## config.mk

```make
export PLATFORM = sky130hd
export DESIGN_NAME = ccir_charger_ctrl_interrupt_regs
export DESIGN_NICKNAME = d
export VERILOG_FILES = /design/src/rtl/ccir_pkg.sv /design/src/rtl/ccir_charger_ctrl_interrupt_regs.sv
export SDC_FILE = /design/constraint.sdc
export NUM_CORES = 1
export LEC_CHECK = 0
export ABC_AREA = 1
export BUFFER_PORTS_ARGS = -buffer_cell sky130_fd_sc_hd__buf_2
export CELL_PAD_IN_SITES_DETAIL_PLACEMENT = 1
export CELL_PAD_IN_SITES_GLOBAL_PLACEMENT = 2
export CORE_MARGIN = 1.5
export CORE_UTILIZATION = 26
export CTS_BUF_LIST = sky130_fd_sc_hd__clkbuf_8
export CTS_CLUSTER_DIAMETER = 60
export DETAILED_ROUTE_END_ITERATION = 7
export GPL_TIMING_DRIVEN = 0
export PLACE_DENSITY_LB_ADDON = 0.05
export SYNTH_ARGS = -nofsm -noshare
export SYNTH_HDL_FRONTEND = slang
export SYNTH_SLANG_ARGS = --single-unit
```

## constraint.sdc

```tcl
create_clock -name clk -period 1.5 [get_ports clk]
set_clock_uncertainty 0.15 [all_clocks]
set_input_delay 0.225 -clock clk [delete_from_list [all_inputs] [get_ports clk]]
set_output_delay 0.225 -clock clk [all_outputs]
set_load 0.01 [all_outputs]
```

## src/rtl/ccir_pkg.sv

```systemverilog
// Constants and carrier types for the charger control and interrupt register bank
// Notes on behaviour
// - Bit 7 set disables watchdog; resets 0
// - Bit 6 set disables charge timer; resets 0
// - Bit 5 set enables power path; resets 0
// - Bit 4 transceiver supply; resets 1, survives OTG
// - Bit 3 set enables factory mode; resets 0
// - Bit 2: 1 pins, 0 registers; resets 1
// - Bit 1 applies four-bit input limit; resets 1
// - Bit 0 enables auto charge current; resets 0
// - Status flags bits 5..2 die temperature levels
// - Status bit 1 flags extended input range
// - Status bit 0 flags input in USB range
// - Charger one bit 4 flags charger detection
// - Charger one bit 3 flags input overvoltage
// - Charger one bit 2 flags battery removal
// - Charger one bit 1 flags battery overvoltage
// - Bit 0 of each summarises the other register
// - Charger two bits 7..4 battery temperature bands
// - Timer expiry flags, also cleared by timer reset
// - Boost flags bits 2..0, cleared entering charge
// - Sense bits 7..4 live input comparators
// - Sense bits 3..1 live detect and boost comparators
// - Off, power-on, software reset restore defaults
// - Pending summaries: status flags, fault flags
// - Global mask high blocks every interrupt
package ccir_pkg;

    // ------------------------------------------------------------
    // Register offsets
    // ------------------------------------------------------------
    localparam logic [7:0] CCIR_OFS_CONTROL_TWO = 8'h02;
    localparam logic [7:0] CCIR_OFS_STATUS_INT = 8'h03;
    localparam logic [7:0] CCIR_OFS_CHARGER_ONE = 8'h04;
    localparam logic [7:0] CCIR_OFS_CHARGER_TWO = 8'h05;
    localparam logic [7:0] CCIR_OFS_BOOST_INT = 8'h06;
    localparam logic [7:0] CCIR_OFS_INPUT_SENSE = 8'h07;

    // ------------------------------------------------------------
    // Field layouts and reset values
    // ------------------------------------------------------------
    typedef struct packed {
        logic watchdog_disable;
        logic charge_timer_disable;
        logic power_path_enable;
        logic transceiver_supply_on;
        logic factory_mode_enable;
        logic limit_source_pin_select;
        logic input_limit_enable;
        logic auto_charge_current_enable;
    } ccir_control_two_t;

    localparam ccir_control_two_t CCIR_CONTROL_TWO_RESET = 8'h16;
    // Only the transceiver supply survives OTG entry
    localparam ccir_control_two_t CCIR_CONTROL_TWO_OTG_KEEP = 8'h10;

    // Die temperature bits: warning, first, second, shutdown
    typedef struct packed {
        logic [3:0] dieTemp;
        logic extendedRange;
        logic usbRange;
    } ccir_status_t;

    typedef struct packed {
        logic chargerDetect;
        logic inputOvervoltage;
        logic batteryRemoved;
        logic batteryOvervoltage;
    } ccir_charger_one_t;

    // Battery temperature bits: hot, warm, chilly, cold
    typedef struct packed {
        logic [3:0] batteryTemp;
        logic watchdogExpired;
        logic usbTimerExpired;
        logic chargeTimerExpired;
    } ccir_charger_two_t;

    typedef struct packed {
        logic boostOverload;
        logic boostOvervoltage;
        logic boostLowBattery;
    } ccir_boost_t;

    typedef struct packed {
        logic inputLockout;
        logic extendedRange;
        logic usbOver;
        logic usbUnder;
        logic inputDetect;
        logic chargerOffset;
        logic boostUnder;
    } ccir_sense_t;

    localparam logic [7:0] CCIR_READ_ZERO = 8'h00;
    localparam logic [1:0] CCIR_PAD_TWO = 2'h0;
    localparam logic [2:0] CCIR_PAD_THREE = 3'h0;
    localparam logic [4:0] CCIR_PAD_FIVE = 5'h0;

endpackage : ccir_pkg
```

## src/rtl/ccir_charger_ctrl_interrupt_regs.sv

```systemverilog
// Second control register, interrupt flag registers and input sense register
`timescale 1ns/100ps
`default_nettype none

module ccir_charger_ctrl_interrupt_regs (
    input wire logic clk,
    input wire logic reset,
    // Device-level reset sources, one-cycle pulses or levels
    input wire logic offState,
    input wire logic registerReset,
    input wire logic otgModeEntry,
    input wire logic chargeModeEntry,
    input wire logic timerResetEvent,
    // Byte register port from the I2C slave engine
    input wire logic [7:0] regAddr,
    input wire logic regWrite,
    input wire logic [7:0] regWriteData,
    input wire logic regRead,
    output logic [7:0] regReadData,
    // Condition levels and expiry pulses
    input wire ccir_pkg::ccir_status_t statusCond,
    input wire ccir_pkg::ccir_charger_one_t chargerOneCond,
    input wire logic [3:0] batteryTempCond,
    input wire logic watchdogExpiry,
    input wire logic usbTimerExpiry,
    input wire logic chargeTimerExpiry,
    input wire ccir_pkg::ccir_boost_t boostCond,
    input wire ccir_pkg::ccir_sense_t senseLive,
    // Global mask bit from the first control register
    input wire logic globalIntMask,
    // Control outputs and summaries
    output ccir_pkg::ccir_control_two_t controlTwo,
    output logic statusPendingSummary,
    output logic faultPendingSummary,
    output logic interruptActive
);

    // ------------------------------------------------------------
    // Common decode
    // ------------------------------------------------------------
    // Power-on, off state and software reset all restore defaults
    logic fullReset;
    assign fullReset = reset | offState | registerReset;

    function automatic logic hostReads(input logic rd, input logic [7:0] a,
                                       input logic [7:0] ofs);
        hostReads = rd && (a == ofs);
    endfunction : hostReads

    logic readStatus;
    logic readChargerOne;
    logic readChargerTwo;
    logic readBoost;
    assign readStatus = hostReads(regRead, regAddr, ccir_pkg::CCIR_OFS_STATUS_INT);
    assign readChargerOne = hostReads(regRead, regAddr, ccir_pkg::CCIR_OFS_CHARGER_ONE);
    assign readChargerTwo = hostReads(regRead, regAddr, ccir_pkg::CCIR_OFS_CHARGER_TWO);
    assign readBoost = hostReads(regRead, regAddr, ccir_pkg::CCIR_OFS_BOOST_INT);

    // ------------------------------------------------------------
    // Control register two
    // ------------------------------------------------------------
    // OTG entry beats a host write in the same cycle so the mode change
    // always lands on defaults, except that the transceiver supply bit is kept
    always_ff @(posedge clk) begin
        if (fullReset) begin
            controlTwo <= ccir_pkg::CCIR_CONTROL_TWO_RESET;
        end else if (otgModeEntry) begin
            controlTwo <= (controlTwo & ccir_pkg::CCIR_CONTROL_TWO_OTG_KEEP)
                | (ccir_pkg::CCIR_CONTROL_TWO_RESET & ~ccir_pkg::CCIR_CONTROL_TWO_OTG_KEEP);
        end else if (regWrite && regAddr == ccir_pkg::CCIR_OFS_CONTROL_TWO) begin
            controlTwo <= ccir_pkg::ccir_control_two_t'(regWriteData);
        end
    end

    // ------------------------------------------------------------
    // Interrupt flags
    // ------------------------------------------------------------
    // Set wins over read clear, so a persisting condition is re-raised
    function automatic logic [6:0] stickyNext(input logic [6:0] cur,
                                              input logic [6:0] set,
                                              input logic clr);
        stickyNext = set | (cur & {7{~clr}});
    endfunction : stickyNext

    ccir_pkg::ccir_status_t statusFlags;
    ccir_pkg::ccir_charger_one_t chargerOneFlags;
    ccir_pkg::ccir_charger_two_t chargerTwoFlags;
    ccir_pkg::ccir_boost_t boostFlags;

    // Status flags: die temperature kept through OTG entry, range bits not
    always_ff @(posedge clk) begin
        if (fullReset) begin
            statusFlags <= '0;
        end else begin
            statusFlags <= 6'(stickyNext(7'(statusFlags), 7'(statusCond), readStatus));
            if (otgModeEntry) begin
                statusFlags.extendedRange <= 1'b0;
                statusFlags.usbRange <= 1'b0;
            end
        end
    end

    // Charger register one flags
    always_ff @(posedge clk) begin
        if (fullReset || otgModeEntry) begin
            chargerOneFlags <= '0;
        end else begin
            chargerOneFlags <= 4'(stickyNext(7'(chargerOneFlags), 7'(chargerOneCond),
                readChargerOne));
        end
    end

    // Charger register two: temperature bands and timer expiry flags
    always_ff @(posedge clk) begin
        if (fullReset || otgModeEntry) begin
            chargerTwoFlags <= '0;
        end else begin
            chargerTwoFlags.batteryTemp <= 4'(stickyNext(7'(chargerTwoFlags.batteryTemp),
                7'(batteryTempCond), readChargerTwo));
            // A timer reset clears the expiry flags but a fresh expiry still wins
            chargerTwoFlags.watchdogExpired <= watchdogExpiry | (chargerTwoFlags.watchdogExpired
                & ~readChargerTwo & ~timerResetEvent);
            chargerTwoFlags.usbTimerExpired <= usbTimerExpiry | (chargerTwoFlags.usbTimerExpired
                & ~readChargerTwo & ~timerResetEvent);
            chargerTwoFlags.chargeTimerExpired <= chargeTimerExpiry
                | (chargerTwoFlags.chargeTimerExpired & ~readChargerTwo
                & ~timerResetEvent);
        end
    end

    // Boost flags are cleared on charge mode entry instead of OTG entry
    always_ff @(posedge clk) begin
        if (fullReset || chargeModeEntry) begin
            boostFlags <= '0;
        end else begin
            boostFlags <= 3'(stickyNext(7'(boostFlags), 7'(boostCond), readBoost));
        end
    end

    // ------------------------------------------------------------
    // Summaries and interrupt gate
    // ------------------------------------------------------------
    logic chargerOnePending;
    logic chargerTwoPending;
    assign chargerOnePending = |chargerOneFlags;
    assign chargerTwoPending = |chargerTwoFlags;

    // Handshake-style outputs stay combinational from the flag flops
    assign statusPendingSummary = |statusFlags;
    assign faultPendingSummary = chargerOnePending | chargerTwoPending | (|boostFlags);
    assign interruptActive = ~globalIntMask
        & (statusPendingSummary | faultPendingSummary);

    // ------------------------------------------------------------
    // Read data
    // ------------------------------------------------------------
    // Captured on the read strobe, using flag values before the clear
    logic [7:0] next_regReadData;
    always_comb begin
        unique case (regAddr)
            ccir_pkg::CCIR_OFS_CONTROL_TWO: next_regReadData = controlTwo;
            ccir_pkg::CCIR_OFS_STATUS_INT:
                next_regReadData = {ccir_pkg::CCIR_PAD_TWO, statusFlags};
            ccir_pkg::CCIR_OFS_CHARGER_ONE:
                next_regReadData = {ccir_pkg::CCIR_PAD_THREE, chargerOneFlags,
                    chargerTwoPending};
            ccir_pkg::CCIR_OFS_CHARGER_TWO:
                next_regReadData = {chargerTwoFlags, chargerOnePending};
            ccir_pkg::CCIR_OFS_BOOST_INT:
                next_regReadData = {ccir_pkg::CCIR_PAD_FIVE, boostFlags};
            ccir_pkg::CCIR_OFS_INPUT_SENSE:
                next_regReadData = {senseLive, 1'b0};
            default: next_regReadData = ccir_pkg::CCIR_READ_ZERO;
        endcase
    end

    // Sense register is never reset; only the read latch is
    always_ff @(posedge clk) begin
        if (reset) begin
            regReadData <= ccir_pkg::CCIR_READ_ZERO;
        end else if (regRead) begin
            regReadData <= next_regReadData;
        end
    end
endmodule : ccir_charger_ctrl_interrupt_regs

`default_nettype wire

```

==> Word level (Yosys, flattened, before mapping) <==
Cells that the tools add are included.
{ "word_totals": {"out_inout_bits": 19, "ff_bits": 36, "word_cells": 73} }
{ "op_classes": {"mux": 1, "reduce_logical": 13, "n_eq_ne": 6, "bitwise": 30} }
{ "ops": {"columns": ["cell", "count"], "rows": [
  ["one-hot mux 8 bit (6 select lines)", 1],
  ["== test 8 x 3 -> 1 bit (second input constant)", 4],
  ["== test 8 x 2 -> 1 bit (second input constant)", 2],
  ["bitwise AND 4 bit", 2],
  ["bitwise OR 1 bit", 8],
  ["bitwise OR 4 bit", 2],
  ["bitwise AND 1 bit", 7],
  ["NOT 1 bit", 7],
  ["OR reduction 7 bit", 1],
  ["bitwise AND 6 bit", 1],
  ["bitwise OR 6 bit", 1],
  ["OR reduction 6 bit", 1],
  ["logical AND 1 bit", 5],
  ["OR reduction 4 bit", 1],
  ["bitwise AND 3 bit", 1],
  ["bitwise OR 3 bit", 1],
  ["OR reduction 3 bit", 1],
  ["logical OR 1 bit", 2],
  ["AND reduction 2 bit", 1],
  ["OR reduction 2 bit", 1]
]} }

==> Logic depth before layout (Yosys ltp) <==
Gate-level depths: netlist (run 1).
{ "depth": {"ltp_word": 6, "ltp_mapped": 10, "ltp_nobuf": 10} }

==> Worst setup path before layout (run 1) <==
No wires, ideal clock.
{ "synth_path": {"path_type": "flip-flop to output port", "start": "reg statusFlags[5] in the netlist's numbering", "end": "out interruptActive", "n_path_buf": 0, "t_required_ps": 1125, "slack_ps": 24, "path_stages_with_launch": 6, "arrival_ps": 1101, "path_cell_list": "dfxtp_1 or2_2 nor4_1 inv_1 o21bai_1 inv_1"} }
{ "synth_between": {"elab_chain_len": 3} }
{ "synth_lines": {"columns": ["element", "line_no", "rtl"], "rows": [
  ["from (decl)", "ccir_charger_ctrl_interrupt_regs.sv:85", "ccir_pkg::ccir_status_t statusFlags;"],
  ["from (signal assigned)", "ccir_charger_ctrl_interrupt_regs.sv:95", "statusFlags <= 6'(stickyNext(7'(statusFlags), 7'(statusCond), readStatus));"],
  ["OR reduction 6 bit", "ccir_charger_ctrl_interrupt_regs.sv:149", "assign statusPendingSummary = |statusFlags;"],
  ["net statusPendingSummary", "ccir_charger_ctrl_interrupt_regs.sv:33", "output logic statusPendingSummary,"],
  ["bitwise OR 1 bit", "ccir_charger_ctrl_interrupt_regs.sv:152", "& (statusPendingSummary | faultPendingSummary);"],
  ["bitwise AND 1 bit", "ccir_charger_ctrl_interrupt_regs.sv:152", null],
  ["to (decl)", "ccir_charger_ctrl_interrupt_regs.sv:35", "output logic interruptActive"]
]} }
The timed path passes the listed nets, and every way through them passes these cells.

==> Worst setup path in the final report (run 1) <==
{ "layout_path": {"start": "reg statusFlags[2] in the netlist's numbering", "end": "out interruptActive"} }
{ "layout_between": {"elab_chain_len": 3} }
{ "layout_lines": {"columns": ["element", "line_no"], "rows": [
  ["OR reduction 6 bit", "ccir_charger_ctrl_interrupt_regs.sv:149"],
  ["bitwise OR 1 bit", "ccir_charger_ctrl_interrupt_regs.sv:152"],
  ["bitwise AND 1 bit", "ccir_charger_ctrl_interrupt_regs.sv:152"]
]} }
Every way passes these cells.

==> reports/qor.yml, run 1 <==
critical_path:
  critical_path.top_delay_family: "simple AND/OR/NAND/NOR gates"
  timing.critical_path.buf_inv: 3
  path_max_fanout: 2
  worstSetupStartpoint: "statusFlags[2]"
  rrSetupSlack_ns: 0.09
  worstReg2RegEnd: "regReadData[0]"
  rr_worst_depth: 7
  crit_end: "interruptActive"
  cp_cell_sequence: "or2_4, nor4_4, inv_2, o21bai_1, inv_1, buf_2"
  crit_path_start_kind: "flip-flop"
  crit_required_ns: 1.12
  critPathSlowestCell: "dfxtp_2"
  r2r-start: "chargerTwoFlags[5]"
  crit_arrival_ns: 1.45
  crit_type: "flip-flop to output port"
  path_depth: 6
  worst_setup_path_end_kind: "output port"
  cpPeakStageDelay_ns: 0.32
global_routing:
  antenna_found_initial: 0
  grt_use_met2_pct: 27.6
  grt_pass1_vias: 2013
  track_usage_pct: 17.3
  grt_pass1_wl_mm: 9.68
  grt_start_max_net_pins: 13
  top_usage_layer: "met2"
  gr-total-overflow: 0
  grt_use_met1_pct: 23.7
  grtUsageMet3_pct: 3.50
synthesis:
  synth_cell_types: 29
  synth.avg_cell_area_um2: 7.24
  ys_seq_area_share_pct: 40.9
  synth_seq_cells: 36
  syn-instance-count: 243
  ys_warn_count: 0
  syn-cell-area_mm2: 0.00176
  synth_nets: 296
routing:
  drtIter0Drc: 42
  ant_nets: 0
  vias: 2021
  route.detailed.drc: 4
  wl_per_cell_um: 13.9
  first_pass_iters: 6
  via_per_inst: 4.68
  wl_mm: 6.00
placement:
  place_ws_ns: -0.205
  hpwl_mm: 4.54
  place_congestion: 0.758
  portBuffers: 70
clocking:
  htreeDepth: 2
  cts_tree: "built"
  cts_buffers: 5
  clock_sinks: 36
  clkTransAtPathRegs_ns: 0.08
  max-clock-path-buffers: 2
  cts.root.buffer_cell: "clkbuf_8"
  worstSkewPairLatency_ns: 0.29
power_and_ir_drop:
  internal_power_uw: 1630
  swShare_pct: 24.5
  ir_drop_v: 0.000409
  power.share.clock_pct: 40.6
  seqPwrFrac_pct: 45.3
  power.switching_uw: 528
  power_frac_comb_pct: 14.1
  p_leak_uw: 0.00124
  p_per_area_mw_per_mm2: 802
hold_path:
  min_from: "regWriteData[6]"
  hold_class: "primary input to flip-flop"
sta:
  finalCritPeriodShare_pct: 121
  slew_headroom_pct: 72.4
  maxSlewViolCount: 0
  hold_violations: 0
  fmax_mhz: 549
  rsz0062_at_grt: "true"
  setup_violations: 3
  whs_ns: 0.0140
  tns_ns: -0.832
  tightest_slew_ns: 0.411
  layout_min_cycle_time_ns: 1.82
  timing.final.ws_setup_ns: -0.321
status:
  status: "complete, but fails checks"
  violations: "design-rule violations, negative setup slack"
floorplan:
  core_mm2: 0.00646
  rows: 29
  io_pins: 72
  die_h_um: 85.3
  die_area_mm2: 0.00727
  start_util_pct: 27.3
  die_x_um: 85.3
flow_run:
  max_cap_violations: 0
finish:
  nets: 407
  syn2layout_area_growth_pct: 52.5
  diodes: 0
  seqCellArea_um2: 732
  drive_above_1_share_pct: 36.3
  nFillCells: 842
  multi_input_area_um2: 932
==> worst min path at each step <==
stage	endpoint	cells after the start
final	controlTwo[6]	3
after detailed placement	controlTwo[2]	3
after floorplan	controlTwo[4]	2
after CTS	controlTwo[6]	3
after global routing	controlTwo[7]	3
after global placement	statusFlags[4]	3
==> timing repair <==
item,CTS,global route
pin swaps,5,3
hold buffers,25,0
endpoints found under the setup margin,3,3
endpoints found under the hold margin,31,0
cloned,0,0
buffers inserted,6,3
resized for setup,13,5
==> synthesized netlist by cell type, drive strengths merged <==
cell type | n | area, um^2
nand2 | 46 | 178
nor2 | 46 | 216
nand3 | 40 | 223
dfxtp | 36 | 721
a21oi | 27 | 143
inv | 16 | 62.6
o21ai | 12 | 63.8
buf | 7 | 65.1
a31oi | 3 | 18.8
nor3 | 3 | 26.3
or2 | 3 | 18.8
clkinv | 1 | 5.00
nand4 | 1 | 6.26
nor4 | 1 | 6.26
o21bai | 1 | 7.51
==> worst reg2reg max path, stage by stage (launching register included) <==
cell and delay [ns]:
dfxtp_2 0.33, nor2_1 0.10, nand4_1 0.18, buf_4 0.18
nand2_1 0.05, nand2_1 0.05, o21ai_1 0.17, a21oi_1 0.08
==> cells in the final DEF, fill, tap and decap left out, drive strengths merged, types with 2 or more instances in the layout <==
cell type / n
buf: 86
dfxtp: 36
clkbuf: 5
dlygate4sd3: 25
clkinv: 2
a21oi: 27
nand3: 40
o21ai: 12
nor2: 46
nand2: 46
or2: 3
a31oi: 3
inv: 16
nor3: 3
==> registers in the layout, indices dropped and copies added, names as in the netlist <==
register and cells:
boostFlags 3, chargerOneFlags 4, chargerTwoFlags 7, controlTwo 8
regReadData 8, statusFlags 6
==> metal layers <==
metal	part of all wire, %	wire [um]
met3	4.3	260
met1	50	3000
met5	0	0
met2	44	2660
met4	1.3	81
==> power by group through the flow <==
stage	clock (uW)	sequential [uW]	combinational, uW
floorplan	0	994	105
global placement	0	998	215
detailed placement	0	998	218
CTS	906	976	292
global route	950	977	337
finish	873	976	305
==> logic make-up (layout without fill, tap and decap cells) <==
kind of cell / Yosys count / after routing / share of synthesized area [%]
flip-flops: 36 / 36 / 40.9
AND/OR/NAND/NOR: 140 / 140 / 38.3
buffers and inverters: 24 / 136 / 7.53
AO/OA/AOI/OAI: 43 / 43 / 13.2
==> final cells by class <==
type                       instances  area share (%)
sequential                        36            27.3
timing repair buffer             104            25.3
inverter                          17            2.52
tap                               77            3.59
clock inverter                     3            1.58
multi-input combinational        183            34.7
clock buffer                       5            2.56
buffer                             7            2.42
==> through the flow <==
stage / util, % / instance area, um^2 / instances / total power, uW
floorplan: - / 1760 / 243 / 1100
global placement: 34.2 / 2210 / 390 / 1210
detailed placement: 34.2 / 2210 / 390 / 1220
CTS: 41.0 / 2650 / 429 / 2170
global route: 41.6 / 2690 / 432 / 2260
finish: 41.6 / 2690 / 432 / 2150
(Power assumes the default switching activity.)
==> inputs of run 2 (changes only) <==
CORE_ASPECT_RATIO = 1.25   (was unset)
CTS_CLUSTER_DIAMETER = 100   (was 60)
PLACE_DENSITY_LB_ADDON = 0.25   (was 0.05)
==> reports/qor.yml, run 2 (synthesized netlist as in run 1, its figures left out) <==
sta:
  rsz0062_at_grt: "true"
  finalCritPeriodShare_pct: 127  # +5.5 points
  maxSlewViolCount: 0  # unchanged
  slew_headroom_pct: 77.8  # +5.4 points
  hold_violations: 0  # unchanged
  layout_min_cycle_time_ns: 1.90  # +0.0821 ns
  fmax_mhz: 526  # -4.3%
  timing.final.ws_setup_ns: -0.403  # -0.0821 ns
  tightest_slew_ns: 0.330  # -0.0810 ns
  setup_violations: 3  # unchanged
finish:
  diodes: 0  # unchanged
  drive_above_1_share_pct: 36.4  # +0.052 points
  nFillCells: 855  # +1.5%
  layout_commonest_cell: "buf_2"
  final_cells: 436  # +0.93%
  layout_common_cells: "69 x buf_2, 44 x nand2_1, 37 x nor2_1, 37 x nand3_1, 27 x dfxtp_1"
  nets: 401  # -1.5%
  reg_top3: "controlTwo (8), regReadData (8), chargerTwoFlags (7)"
  syn2layout_area_growth_pct: 48.7
floorplan:
  die_h_um: 95  # +11%
  die_area_mm2: 0.00728  # about the same
  rows: 33  # +14%
  start_util_pct: 26.8  # -0.44 points
  io_pins: 72  # unchanged
  core_mm2: 0.00657  # +1.6%
  die_x_um: 76.6  # -10%
clocking:
  cts_buffers: 5  # unchanged
  clock_sinks: 36  # unchanged
  cts_tree: "built"
  worstSkewPairLatency_ns: 0.29  # about the same
  max-clock-path-buffers: 2  # unchanged
  htreeDepth: 2  # unchanged
  cts.root.buffer_cell: "clkbuf_8"
  clkTransAtPathRegs_ns: 0.08  # about the same
global_routing:
  grt_pass1_vias: 2062  # +2.4%
  gr-total-overflow: 0  # unchanged
  track_usage_pct: 17.4  # +0.078 points
  grt_start_max_net_pins: 12  # -1
  antenna_found_initial: 0  # unchanged
  grt_pass1_wl_mm: 9.96  # +2.9%
critical_path:
  cpPeakStageDelay_ns: 0.34  # +0.02 ns
  crit_required_ns: 1.12  # about the same
  crit_path_start_kind: "flip-flop"
  cp_cell_sequence: "or2_4, nor4_4, inv_1, o21bai_1, inv_1, buf_2"
  path_max_fanout: 3  # +1
  crit_arrival_ns: 1.53  # +0.08 ns
  critPathSlowestCell: "dfxtp_2"
  worst_setup_path_end_kind: "output port"
  timing.critical_path.buf_inv: 3  # unchanged
  critical_path.top_delay_family: "simple AND/OR/NAND/NOR gates"
  crit_type: "flip-flop to output port"
  path_common_cell: "inv_1"
routing:
  drtIter0Drc: 60  # +43%
  wl_per_cell_um: 13.5  # -2.6%
  first_pass_iters: 4  # -2
  route.detailed.drc: 0  # -4
  ant_nets: 0  # unchanged
  wl_mm: 5.90  # -1.7%
  via_per_inst: 4.52  # -3.5%
  vias: 1969  # -2.6%
placement:
  hpwl_mm: 4.50  # -0.89%
  place_ws_ns: -0.263  # -0.0576 ns
  place_congestion: 0.842  # +11%
  portBuffers: 70  # unchanged
  dp_cells: 400  # +2.6%
power_and_ir_drop:
  power.switching_uw: 507  # -4.0%
  p_leak_uw: 0.00121  # -2.1%
  swShare_pct: 26.0  # +1.5 points
  power_frac_comb_pct: 15.0  # +0.9 points
  ir_drop_v: 0.000296  # -28%
  seqPwrFrac_pct: 50.1  # +4.8 points
  internal_power_uw: 1440  # -11%
  power.share.clock_pct: 34.9  # -5.7 points
  p_per_area_mw_per_mm2: 744  # -7.2%
hold_path:
  hold_class: "primary input to flip-flop"
flow_run:
  max_cap_violations: 0  # unchanged
status:
  status: "complete, but fails checks"
  violations: "negative setup slack"
## run 2: cell types whose count changed in the layout (fill, tap and decap cells not counted), moves of 2 or more
cell,before,now
dlygate4sd3_1,25,19
inv_1,11,14
nor2_2,3,5
nor2_1,39,37
## run 2: path summary, 6_finish.rpt
kind	from	end	slack (ns)	cells after the start
worst max-delay path	statusFlags[4]	interruptActive	-0.40	6
worst min-delay path	batteryTempCond[3]	chargerTwoFlags[6]	0.0007	3
worst max register to register	chargerTwoFlags[0]	regReadData[0]	0.20	6
worst min register to register	regReadData[3]	regReadData[3]	0.31	2
## run 2: cell type report
cell class | count | area (um^2) | area share (%)
Tap cell | 87 | 109 | 4.16
Buffer | 7 | 65.1 | 2.49
Sequential cell | 36 | 732 | 28.0
Inverter | 17 | 67.6 | 2.58
Multi-Input combinational cell | 183 | 935 | 35.7
Clock inverter | 3 | 16.3 | 0.621
Clock buffer | 5 | 68.8 | 2.63
Timing Repair Buffer | 98 | 624 | 23.9
## run 2: per-layer routing
layer | wire length, um | GRT usage (%) | part of all wire, %
met5 | 0 | 0 | 0
met4 | 158 | 7.10 | 2.7
met3 | 247 | 3.29 | 4.2
met2 | 2790 | 29.8 | 47
met1 | 2700 | 21.5 | 46
## run 2: worst min-delay path: cells and delay by family
kind | cells | cell delay (ns)
buf+inv | 1 | 0.08
compound gates | 1 | 0.03
simple gates | 1 | 0.07
## run 2: what timing repair did
item	4_1_cts	5_1_grt
setup endpoints to repair	3	3
gates resized for setup	12	7
pin swaps	5	8
hold buffers	19	0
endpoints found under the hold margin	23	0
setup buffers	4	6
## run 2: per-stage QoR
step	power [uW]	area [um^2]	TNS (ns)	util, %	hold slack [ns]
5_1_grt	2050	2620	-1.22	39.9	0.00951
2_1_floorplan	1100	1760	0	-	0.186
3_5_place_dp	1210	2220	-1.53	33.8	0.284
4_1_cts	1960	2560	-1.02	39.1	0.0000855
6_report	1950	2620	-0.961	39.9	0.000688
3_3_place_gp	1210	2220	-0.992	33.8	0.277
## run 2: power groups by stage
stage	Clock, uW	Sequential, uW	Combinational, uW
floorplan	0	994	105
global placement	0	997	215
detailed placement	0	997	217
CTS	702	976	285
global route	747	978	324
finish	680	976	292
